$ cat src/rtl/rgmc_defs.vh
`ifndef RGMC_DEFS_VH
`define RGMC_DEFS_VH

// Register offsets on the plain register port
`define RGMC_OFS_PROTOCOL      8'h01
`define RGMC_OFS_GUARD_TIME    8'h08
`define RGMC_OFS_MOD_CLOCK     8'h09
`define RGMC_OFS_STATUS        8'h20

// Reset and preset values
`define RGMC_GUARD_RESET       8'h1f
`define RGMC_MOD_RESET         8'h91
`define RGMC_PROTOCOL_RESET    8'h00

// Modulator register field positions
`define RGMC_MOD_DEPTH_LSB     0
`define RGMC_MOD_DEPTH_MSB     2
`define RGMC_MOD_ANALOG_BIT    3
`define RGMC_MOD_CLKDIV_LSB    4
`define RGMC_MOD_CLKDIV_MSB    5
`define RGMC_MOD_PIN_EN_BIT    6
`define RGMC_MOD_XTAL_BIT      7

// Protocol register fields
`define RGMC_PROT_PIN_EN_BIT   6
`define RGMC_PROT_CLASS_LSB    0
`define RGMC_PROT_CLASS_MSB    1

// Protocol classes held in the class field
`define RGMC_CLASS_VICINITY    2'h0
`define RGMC_CLASS_PROX_A      2'h1
`define RGMC_CLASS_PROX_B      2'h2
`define RGMC_CLASS_FAST        2'h3

// Guard presets per class, in 9.44 us steps (9.44, 66, 293 us)
`define RGMC_GUARD_FAST        8'h01
`define RGMC_GUARD_PROX        8'h07
`define RGMC_GUARD_VICINITY    8'h1f

// Depth and clock divider codes
`define RGMC_DEPTH_OOK         3'h1
`define RGMC_CLKDIV_OFF        2'h0
`define RGMC_CLKDIV_QUARTER    2'h1
`define RGMC_CLKDIV_HALF       2'h2
`define RGMC_CLKDIV_FULL       2'h3

// Timing: guard step in ns and clock period in ns
`define RGMC_GUARD_STEP_NS     9440
`define RGMC_CLK_PERIOD_NS     10
`define RGMC_GUARD_STEP_CYC    (`RGMC_GUARD_STEP_NS / `RGMC_CLK_PERIOD_NS)

`endif

$ cat src/rtl/rgmc_ctrl.v
// Summary of operation
// - After transmit ends, receive decoders are held in reset for the guard time.
// - Guard starts at end of transmitted EOF; receiver input ignored throughout.
// - Eight-bit guard code counts 9.44 us steps, codes 1 to 255.
// - Every protocol write reloads guard time with that standard's minimum response.
// - Presets: 9.44 us fast protocol, 66 us A and B, 293 us vicinity.
// - Guard register is 0x1F at reset and while chip enable is low.
// - Bits 5:4 pick clock output divider; 00 off, 01 divide by four.
// - System clock output is oscillator divided by 1, 2 or 4.
// - Divider code 10 gives half, code 11 the full oscillator rate.
// - Bits 2:0 select modulation depth, ASK 7 to 30 percent or OOK.
// - With bit 6 set, keying pin high forces OOK, low uses programmed depth.
// - Pin keying works only with bit 6 set in modulator and protocol registers.
// - In direct control the modulation signal is taken from the modulation pin.
// - Modulator register resets to 0x91; protocol writes reload all but divider.
`timescale 1ns/100ps
`include "rgmc_defs.vh"

module rgmc_ctrl #(
   parameter STEP_CYCLES = `RGMC_GUARD_STEP_CYC,
   parameter STEP_WIDTH  = 16
) (
   // Clock and reset
   input  wire       clk,
   input  wire       rst_n,
   // Chip enable, low presets the registers
   input  wire       chip_en,
   // Register port
   input  wire [7:0] reg_addr,
   input  wire [7:0] reg_wdata,
   input  wire       reg_wr,
   input  wire       reg_rd,
   output reg  [7:0] reg_rdata,
   // Transmitter side
   input  wire       tx_eof_done,
   input  wire       tx_mod,
   // Host pins
   input  wire       mod_pin,
   input  wire       ook_sel_pin,
   // Receiver control
   output reg        rx_decoder_hold,
   // Modulator control
   output reg        mod_out,
   output reg        ook_active,
   output reg  [2:0] depth_select,
   output reg        analog_keying_out,
   output reg        high_freq_crystal_enable,
   // Clock output to the host
   output reg        system_clock_output
);

   // Register file
   reg [7:0] protocol_reg;
   reg [7:0] protocol_next;
   reg [7:0] guard_time_reg;
   reg [7:0] guard_time_next;
   reg [7:0] mod_clock_reg;
   reg [7:0] mod_clock_next;

   // Guard timer state
   reg [7:0] guard_count_reg;
   reg [7:0] guard_count_next;
   reg       guard_active_reg;
   reg       guard_active_next;

   // Register port decode
   wire      wr_protocol;
   wire      wr_guard;
   wire      wr_mod;
   reg [7:0] rdata_next;

   // Derived controls
   reg [7:0] guard_preset;
   wire [1:0] prot_class;
   wire [1:0] clkdiv_code;
   wire [2:0] depth_code;
   wire       direct_ctrl;
   wire       step_tick;
   wire       clk_tick;
   reg  [2:0] clk_period;
   wire [7:0] status_word;

   // Writes only land while the chip is enabled
   assign wr_protocol = reg_wr && chip_en && (reg_addr == `RGMC_OFS_PROTOCOL);
   assign wr_guard    = reg_wr && chip_en && (reg_addr == `RGMC_OFS_GUARD_TIME);
   assign wr_mod      = reg_wr && chip_en && (reg_addr == `RGMC_OFS_MOD_CLOCK);

   // Fields of the stored registers
   assign prot_class  = protocol_reg[`RGMC_PROT_CLASS_MSB:`RGMC_PROT_CLASS_LSB];
   assign clkdiv_code = mod_clock_reg[`RGMC_MOD_CLKDIV_MSB:`RGMC_MOD_CLKDIV_LSB];
   assign depth_code  = mod_clock_reg[`RGMC_MOD_DEPTH_MSB:`RGMC_MOD_DEPTH_LSB];

   // Pin keying needs the enable in both registers
   assign direct_ctrl = mod_clock_reg[`RGMC_MOD_PIN_EN_BIT]
                        && protocol_reg[`RGMC_PROT_PIN_EN_BIT];

   // Preset guard time for the class being written
   always @* begin
      case (reg_wdata[`RGMC_PROT_CLASS_MSB:`RGMC_PROT_CLASS_LSB])
         `RGMC_CLASS_FAST: begin
            guard_preset = `RGMC_GUARD_FAST;
         end
         `RGMC_CLASS_PROX_A,
         `RGMC_CLASS_PROX_B: begin
            guard_preset = `RGMC_GUARD_PROX;
         end
         `RGMC_CLASS_VICINITY: begin
            guard_preset = `RGMC_GUARD_VICINITY;
         end
         default: begin
            guard_preset = `RGMC_GUARD_RESET;
         end
      endcase
   end

   // Next values of the protocol register
   always @* begin
      protocol_next = protocol_reg;
      if (!chip_en) begin
         protocol_next = `RGMC_PROTOCOL_RESET;
      end else if (wr_protocol) begin
         protocol_next = reg_wdata;
      end
   end

   // Guard register: protocol write wins over a direct write in the same cycle
   always @* begin
      guard_time_next = guard_time_reg;
      if (!chip_en) begin
         guard_time_next = `RGMC_GUARD_RESET;
      end else if (wr_protocol) begin
         guard_time_next = guard_preset;
      end else if (wr_guard) begin
         guard_time_next = reg_wdata;
      end
   end

   // Modulator register: protocol write keeps the divider bits
   always @* begin
      mod_clock_next = mod_clock_reg;
      if (!chip_en) begin
         mod_clock_next = `RGMC_MOD_RESET;
      end else if (wr_protocol) begin
         mod_clock_next = `RGMC_MOD_RESET;
         mod_clock_next[`RGMC_MOD_CLKDIV_MSB:`RGMC_MOD_CLKDIV_LSB] = clkdiv_code;
      end else if (wr_mod) begin
         mod_clock_next = reg_wdata;
      end
   end

   // Register file flip-flops
   always @(posedge clk) begin
      if (!rst_n) begin
         protocol_reg   <= `RGMC_PROTOCOL_RESET;
         guard_time_reg <= `RGMC_GUARD_RESET;
         mod_clock_reg  <= `RGMC_MOD_RESET;
      end else begin
         protocol_reg   <= protocol_next;
         guard_time_reg <= guard_time_next;
         mod_clock_reg  <= mod_clock_next;
      end
   end

   // Step timer, restarted on each end of frame so the first step is whole
   // A new end of frame inside a guard starts a fresh full interval
   rgmc_tick #(
      .WIDTH (STEP_WIDTH)
   ) u_step_tick (
      .clk     (clk),
      .rst_n   (rst_n),
      .restart (tx_eof_done),
      .enable  (guard_active_reg),
      .period  (STEP_CYCLES[STEP_WIDTH-1:0]),
      .tick    (step_tick)
   );

   // Guard timer: code times steps after the end of frame
   // Whole steps only; the hold may outlast the exact time by one cycle
   always @* begin
      guard_count_next  = guard_count_reg;
      guard_active_next = guard_active_reg;
      if (!chip_en) begin
         guard_count_next  = 8'h00;
         guard_active_next = 1'b0;
      end else if (tx_eof_done) begin
         // Code 0 means no guard at all
         guard_count_next  = guard_time_reg;
         guard_active_next = (guard_time_reg != 8'h00);
      end else if (guard_active_reg && step_tick) begin
         guard_count_next = guard_count_reg - 8'h01;
         if (guard_count_reg == 8'h01) begin
            guard_active_next = 1'b0;
         end
      end
   end

   // Guard timer flip-flops
   always @(posedge clk) begin
      if (!rst_n) begin
         guard_count_reg  <= 8'h00;
         guard_active_reg <= 1'b0;
      end else begin
         guard_count_reg  <= guard_count_next;
         guard_active_reg <= guard_active_next;
      end
   end

   // Hold the decoders and mask receiver input while the guard runs
   always @(posedge clk) begin
      if (!rst_n) begin
         rx_decoder_hold <= 1'b0;
      end else begin
         rx_decoder_hold <= guard_active_next;
      end
   end

   // Half-periods of the clock output in units of clk
   always @* begin
      case (clkdiv_code)
         `RGMC_CLKDIV_FULL: begin
            clk_period = 3'h1;
         end
         `RGMC_CLKDIV_HALF: begin
            clk_period = 3'h2;
         end
         `RGMC_CLKDIV_QUARTER: begin
            clk_period = 3'h4;
         end
         default: begin
            clk_period = 3'h0;
         end
      endcase
   end

   // Toggle pace for the clock output, idle when the output is off
   rgmc_tick #(
      .WIDTH (3)
   ) u_clk_tick (
      .clk     (clk),
      .rst_n   (rst_n),
      .restart (1'b0),
      .enable  (clkdiv_code != `RGMC_CLKDIV_OFF),
      .period  (clk_period),
      .tick    (clk_tick)
   );

   // Clock output; the oscillator rate is modelled as clk over two
   // Changing the divider mid-period may give one short half-period
   always @(posedge clk) begin
      if (!rst_n) begin
         system_clock_output <= 1'b0;
      end else if (clkdiv_code == `RGMC_CLKDIV_OFF) begin
         system_clock_output <= 1'b0;
      end else if (clk_tick) begin
         system_clock_output <= !system_clock_output;
      end
   end

   // Modulation source; the host pin only counts in direct control
   always @(posedge clk) begin
      if (!rst_n) begin
         mod_out <= 1'b0;
      end else if (direct_ctrl) begin
         mod_out <= mod_pin;
      end else begin
         mod_out <= tx_mod;
      end
   end

   // Keying choice; the pin can force full keying but never cancel it
   always @(posedge clk) begin
      if (!rst_n) begin
         ook_active <= 1'b1;
      end else if (direct_ctrl) begin
         ook_active <= ook_sel_pin || (depth_code == `RGMC_DEPTH_OOK);
      end else begin
         ook_active <= (depth_code == `RGMC_DEPTH_OOK);
      end
   end

   // Depth code copied out for the modulator
   always @(posedge clk) begin
      if (!rst_n) begin
         depth_select <= `RGMC_DEPTH_OOK;
      end else begin
         depth_select <= depth_code;
      end
   end

   // Analog keying bit; taken from the next value to save a cycle
   always @(posedge clk) begin
      if (!rst_n) begin
         analog_keying_out <= 1'b0;
      end else begin
         analog_keying_out <= mod_clock_next[`RGMC_MOD_ANALOG_BIT];
      end
   end

   // Crystal enable; set again by every protocol reload
   always @(posedge clk) begin
      if (!rst_n) begin
         high_freq_crystal_enable <= 1'b1;
      end else begin
         high_freq_crystal_enable <= mod_clock_next[`RGMC_MOD_XTAL_BIT];
      end
   end

   // Status word shows live block state
   assign status_word = {4'h0, direct_ctrl, ook_active, system_clock_output,
                         guard_active_reg};

   // Read mux, unmapped addresses read zero
   always @* begin
      case (reg_addr)
         `RGMC_OFS_PROTOCOL: begin
            rdata_next = protocol_reg;
         end
         `RGMC_OFS_GUARD_TIME: begin
            rdata_next = guard_time_reg;
         end
         `RGMC_OFS_MOD_CLOCK: begin
            rdata_next = mod_clock_reg;
         end
         `RGMC_OFS_STATUS: begin
            rdata_next = status_word;
         end
         default: begin
            rdata_next = 8'h00;
         end
      endcase
   end

   // Read data valid only in the cycle after the strobe
   always @(posedge clk) begin
      if (!rst_n) begin
         reg_rdata <= 8'h00;
      end else if (reg_rd) begin
         reg_rdata <= rdata_next;
      end else begin
         reg_rdata <= 8'h00;
      end
   end

endmodule

$ cat src/rtl/rgmc_tick.v
`timescale 1ns/100ps

// Free counter giving a one-cycle tick every period cycles
module rgmc_tick #(
   parameter WIDTH = 10
) (
   // Clock and reset
   input  wire             clk,
   input  wire             rst_n,
   // Control
   input  wire             restart,
   input  wire             enable,
   input  wire [WIDTH-1:0] period,
   // Tick out
   output reg              tick
);

   reg [WIDTH-1:0] count_reg;
   reg [WIDTH-1:0] count_next;
   reg             wrap;

   // Wrap when the last cycle of the period is reached
   always @* begin
      wrap       = (count_reg >= period - {{(WIDTH-1){1'b0}}, 1'b1});
      count_next = count_reg + {{(WIDTH-1){1'b0}}, 1'b1};
      if (restart || !enable || wrap) begin
         count_next = {WIDTH{1'b0}};
      end
   end

   // Restart keeps the phase aligned to the triggering event
   always @(posedge clk) begin
      if (!rst_n) begin
         count_reg <= {WIDTH{1'b0}};
         tick      <= 1'b0;
      end else begin
         count_reg <= count_next;
         tick      <= enable && !restart && wrap;
      end
   end

endmodule

$ cat config.mk
export PLATFORM = sky130hd
export DESIGN_NAME = rgmc_ctrl
export DESIGN_NICKNAME = d
export VERILOG_FILES = /design/src/rtl/rgmc_ctrl.v /design/src/rtl/rgmc_tick.v
export VERILOG_INCLUDE_DIRS = /design/src /design/src/rtl
export SDC_FILE = /design/constraint.sdc
export NUM_CORES = 1
export LEC_CHECK = 0
export ABC_CLOCK_PERIOD_IN_PS = 2000
export BUFFER_PORTS_ARGS = -buffer_cell sky130_fd_sc_hd__buf_2
export CAP_MARGIN = 30
export CORE_MARGIN = 2
export CORE_UTILIZATION = 53
export CTS_BUF_LIST = sky130_fd_sc_hd__clkbuf_8 sky130_fd_sc_hd__clkbuf_16
export CTS_CLUSTER_DIAMETER = 200
export DETAILED_ROUTE_END_ITERATION = 12
export GPL_TIMING_DRIVEN = 0
export PLACE_DENSITY = 0.77
export SLEW_MARGIN = 20
export SYNTH_ARGS = -nofsm -noshare
export SYNTH_HDL_FRONTEND = slang
export SYNTH_HIERARCHICAL = 1
export SYNTH_SLANG_ARGS = --single-unit
export TNS_END_PERCENT = 20
$ cat constraint.sdc
create_clock -name clk -period 2 [get_ports clk]
set_input_delay 0.2 -clock clk [delete_from_list [all_inputs] [get_ports clk]]
set_output_delay 0.2 -clock clk [all_outputs]
set_load 0.02 [all_outputs]
---- Word-level counts from Yosys, hierarchy flattened ----
Cells that the tools add are included.
Widths: inputs -> output; s select.
storage, ports and cells
  register bits after elaboration ......... 70
cells by class
  add/subtract/negate cells ............... 4
  $lt $le $gt $ge ......................... 2
  equal/unequal tests ..................... 12
  multiplexer cells ....................... 15
  bitwise operators ....................... 3
  reductions and logical operators ........ 33
operators with widths
  kind                   count
  $mux 8                 7
  $pmux 8 s4             1
  $pmux 8 s3             1
  $add 16x1->16 const B  1
  $eq 8x1->1 const B     2
  $eq 8x4->1 const B     2
  $ge 16x10->1 const B   1
  $logic_and 1x1->1      9
  $pmux 3 s3             1
  $eq 2x2->1 const B     4
  $eq 8x6->1 const B     1
  $reduce_and 2->1       4
  $reduce_bool 2->1      4
  $reduce_bool 8->1      1
  $reduce_or 2->1        4
  $sub 8x1->8 const B    1
  $mux 1                 5
  $eq 2x1->1 const B     2
  $logic_not 1->1        4
  $logic_not 2->1        2
  $logic_or 1x1->1       4
  $add 3x1->3 const B    1
  $eq 3x1->1 const B     1
  $ge 3x3->1             1
  other kinds (3)        5

---- Logic depth before layout (Yosys ltp) ----
  depth in word-level cells ............... 6
  mapped depth ............................ 12
  mapped depth without buffers ............ 11

---- Hierarchy ----
The synthesis kept the hierarchy.
by module, submodules not included
  module                   times used  cells each  area an instance (µm²)
  rgmc_ctrl                1           237         2189.6
  rgmc_tick (u_step_tick)  1           158         1450.1
  rgmc_tick (u_clk_tick)   1           24          242.7

---- Worst setup path after synthesis ----
Ideal clock, no wire load.
  path type ............................... register to register
  from .................................... register u_step_tick.count_reg[0]
  to ...................................... register u_step_tick.count_reg[3]
  data arrival time ....................... 1797 ps
  data required time ...................... 1869 ps
  path slack .............................. 72 ps
  cell stages (with the launch flop) ...... 8
  period minus slack after synthesis ...... 1928 ps
  path through ............................ dfxtp_1 -> inv_1 -> ha_1 -> and3_1 -> o21ai_0 -> a311oi_2 -> buf_2 -> nor4_2
between the ends
  cells in the longest elaborated chain, start to end .. 3
  elaborated cells on any way between the ends .. 4
  classes of those cells .................. add/sub: 1; order compare: 1; reduce/logical: 2
RTL lines
  element                           line            source
  start: declaration                rgmc_tick.v:18  reg [WIDTH-1:0] count_reg;
  start signal: assignment          rgmc_tick.v:34  count_reg <= {WIDTH{1'b0}};
  start signal: assignment          rgmc_tick.v:37  count_reg <= count_next;
  $ge 16x10->1                      rgmc_tick.v:24  wrap = (count_reg >= period - {{(WIDTH-1){1'b0}}, 1'b1});
  $logic_or 1x1->1                  rgmc_tick.v:26  if (restart || !enable || wrap) begin
  $reduce_or 2->1 (no source line)  n/a
Parallel ways exist; a longest one is shown, timed or not.
A chain may end at the register's enable or synchronous reset.

---- Worst setup path in the final report ----
  from .................................... register u_step_tick.count_reg[13]
  to ...................................... register u_step_tick.tick
between the ends
  cells in the longest elaborated chain, start to end .. 2
RTL lines
  element                 line            source
  $ge 16x10->1            rgmc_tick.v:24
  $logic_and 1x1->1       rgmc_tick.v:38  tick <= enable && !restart && wrap;
  end signal: assignment  rgmc_tick.v:38
  end: declaration        rgmc_tick.v:15  output reg tick
No other way between the ends.

==> summary.txt <==
Setup path
  • Worst path cell trace: ha_1 -> and4_2 -> nand4_1 -> buf_4 -> a311oi_4 -> buf_4 -> o311a_1
  • Critical path peak fanout: 7
  • Startpoint Class: register
  • WP data arrival: 2.24 ns
  • Max stage delay on crit path: 0.35 ns
  • Worst R2R Path Depth: 7
  • Critical Path Sink Type: register
  • Crit-path leading delay family: compound AO/OA/AOI/OAI gates
  • Crit path depth: 7
  • Slowest CP cell: dfxtp_1
  • WS Path Type: reg2reg
  • Crit path buffers/inverters: 2
  • Most used cell, CP: buf_4
  • WP data required: 2.29 ns

STA
  • Final setup fails: 0
  • Tmin final: between 1.5 and 2 ns
  • Worst-Margin Slew: 1.04 ns
  • Slew Limit Fails: 0
  • Final hold violation count: 0
  • Final period util: 97.8%
  • WHS: 0.114 ns
  • Peak Freq: 511 MHz
  • Rel. slew slack: between 20 and 30%
  • Setup TNS: 0 ns
  • RSZ-0062 raised after global routing: yes
  • Final Skew: between 0.01 and 0.015 ns

Global routing
  • Vias in the first global route: 3,079
  • First-pass GRT wire length: roughly 14 mm
  • Gr usage total: 23.3%
  • Largest net degree at the start of global routing: 14
  • Global route total overflow: 0
  • Initial antenna violation count: 0

Cells and area
  • Max reg flops: 16
  • Seq. cell area: 0.00137 sq mm
  • Final net count: 574
  • Final Non-Filler Cells: 628
  • Inserted Diodes: 0
  • Fraction of layout cells with a size suffix above 1: between 10% and 20%
  • Post-route cell area: 0.00465 sq mm
  • Layout fillers: 592
  • P&R area growth vs syn: 19.8%
  • Area of the multi-input gates: 0.00259 sq mm

Synthesis
  • Sequential cell area fraction in the yosys report: 35.1%
  • Top-area cell type share of the netlist area: 35.1%
  • Commonest cells post-synth: dfxtp_1 (68), nand2_1 (32), xnor2_1 (31)
  • Synth area leaders: dfxtp_1 (35%), ha_1 (8.1%), xnor2_1 (7.0%), mux2i_1 (5.2%), nor4_2 (3.5%)
  • Synth Flop Type: dfxtp_1
  • Count leader, synth: dfxtp_1
  • Cell count after synthesis: 419
  • Syn Std Cell Area: 0.00388 sq mm
  • Synth Area per Inst: 9.27 sq um
  • Cell taking the most area after synthesis: dfxtp_1
  • Ys async rst share: 0%
  • Post-synth EDFFs: 0
  • Yosys Warn Count: 6
  • Netlist cell types: 66
  • Synth Register Bits: 68

Floorplanning
  • Starting Density: 54.1%
  • Die Ht: 89.6 um
  • Row count: 31
  • Area of the core: 0.00718 sq mm
  • Total die area: 0.00803 sq mm
  • I/O Pins: 42
  • DIE WIDTH: 89.6 um

Place
  • I/O Buffers: 39
  • DP HPWL: 6.55 mm
  • Placer's final routability congestion estimate: 0.861
  • Placed instance area: 0.00439 sq mm
  • DP Cell Count: approximately 610

Power
  • Power per cell area: 562 mW/mm^2
  • Pleak: between 1.5 and 2 nW
  • Worst IR Drop VDD: 0.356 mV

Routing
  • Routed len/inst: 14.3 um
  • Vias: 3,412
  • Initial DRC count: 231
  • Antenna-violating nets left: 0
  • Drt pass-1 iters: 5
  • Routed WL: 8.99 mm
  • DRC Markers: 0
  • Vias per inst: 5.43

Clock tree
  • Clock tree from TritonCTS: yes
  • Clock-pin slew on the worst setup and hold paths: about 0.08 ns
  • Hold buffers post-CTS: 0
  • Maximum buffer depth of the clock tree: 2
  • Latest clock arrival within the worst-skew pair: roughly 0.35 ns
  • Num CTS Buffers: 9
  • H-tree levels: 3
  • Clk sinks: 68
  • Clock root cell: clkbuf_8

Run status
  • Status: finished, final reports clean

Min path
  • WHS Path Cells: 3
  • Hold Path Class: in2reg

Flow run
  • Max Cap Violations: 0
-- metal layers --
layer  routed length, um  vias up  share of wire (%)  GRT usage (%)
met3                 560       13                6.2           5.48
li1                    -     1679                  -              -
met2                4540      123                 51           39.7
met5                   0        -                  0              0
met1                3780     1597                 42           29.7
met4                 108        0                1.2           6.11
-- per-stage QoR --
| stage | power (mW) | setup slack (ns) | utilization [%] |
|---|---|---|---|
| CTS | 2.61 | 0.00261 | 64.2 |
| finish | 2.62 | 0.0443 | 64.8 |
| floorplan | 1.55 | 0.0718 | - |
| global placement | 1.61 | -0.296 | 61.2 |
| global route | 2.72 | -0.0360 | 64.8 |
| detailed placement | 1.62 | -0.356 | 61.2 |
-- layout by cell type (no fill, tap or decap), types with 4 or more instances in the layout --
cell type  netlist  layout
buf_2            3      40
o21ai_1          5       5
nor4_2          11      10
clkbuf_1         4       4
and2_1           8       8
ha_1            25      25
a32oi_1          4       4
clkbuf_8         0       9
nor4_1          17      17
buf_4            5      11
conb_1           2      52
nand2_1         32      32
a21oi_1         23      23
nor2_1          30      30
mux2i_1         20      20
nand3_1         13      13
a22oi_1          7       7
inv_1           17      17
and3_1           4       4
xnor2_1         31      31
nand4_1          7       7
dfxtp_1         68      65
nor3_1          13      13
xor2_1           8       8
nor2b_1          5       5
-- report_power, final --
| part | switching (mW) | leakage [nW] | internal (mW) |
|---|---|---|---|
| Sequential | 0.0101 | 0.551 | 1.36 |
| Combinational | 0.136 | 1.25 | 0.0893 |
| Clock | 0.560 | 0.0937 | 0.456 |
| Total | 0.706 | 1.90 | 1.91 |
-- path summary, 6_finish.rpt --
path | start | end | slack [ns]
setup / recovery | u_step_tick/count_reg[13]$_SDFF_PP0_ | u_step_tick/tick$_SDFF_PN0_ | 0.04
hold / removal | tx_mod | mod_out$_SDFF_PN0_ | 0.11
setup reg to reg | u_step_tick/count_reg[13]$_SDFF_PP0_ | u_step_tick/tick$_SDFF_PN0_ | 0.04
hold reg to reg | u_clk_tick/count_reg[0]$_SDFF_PP0_ | u_clk_tick/count_reg[0]$_SDFF_PP0_ | 0.47
-- area by class of cell --
class	count	area share, %
clock inverters	7	1.08
inverters	17	1.37
clock buffers	9	2.66
repair buffers	44	5.00
flip-flops and latches	68	29.4
well taps	99	2.66
multi-input cells	370	55.7
plain buffers	14	2.13
-- worst register-to-register path, cell delays in order (launching register included) --
cell and delay (ns):
dfxtp_1 0.35, ha_1 0.31, and4_2 0.28, nand4_1 0.09, buf_4 0.16, a311oi_4 0.31, buf_4 0.23, o311a_1 0.16
-- logic make-up (layout without fill, tap and decap cells) --
family | after synthesis | in the layout | synth area share, %
XOR/XNOR | 39 | 39 | 8.80
flip-flops | 68 | 68 | 35.1
other | 2 | 52 | 0.193
buffers and inverters | 31 | 91 | 3.96
adder cells (fa/ha/maj) | 25 | 25 | 8.06
multiplexers | 21 | 21 | 5.45
AO/OA/AOI/OAI | 65 | 65 | 11.7
AND/OR/NAND/NOR | 168 | 168 | 26.8
-- what timing repair did --
action | in CTS | in global routing
pin swaps | 3 | 3
resized for setup | 7 | 5
buffers inserted | 1 | 4
endpoints found under the setup margin | 12 | 18
No activity file was read; power rests on OpenSTA's default activity.
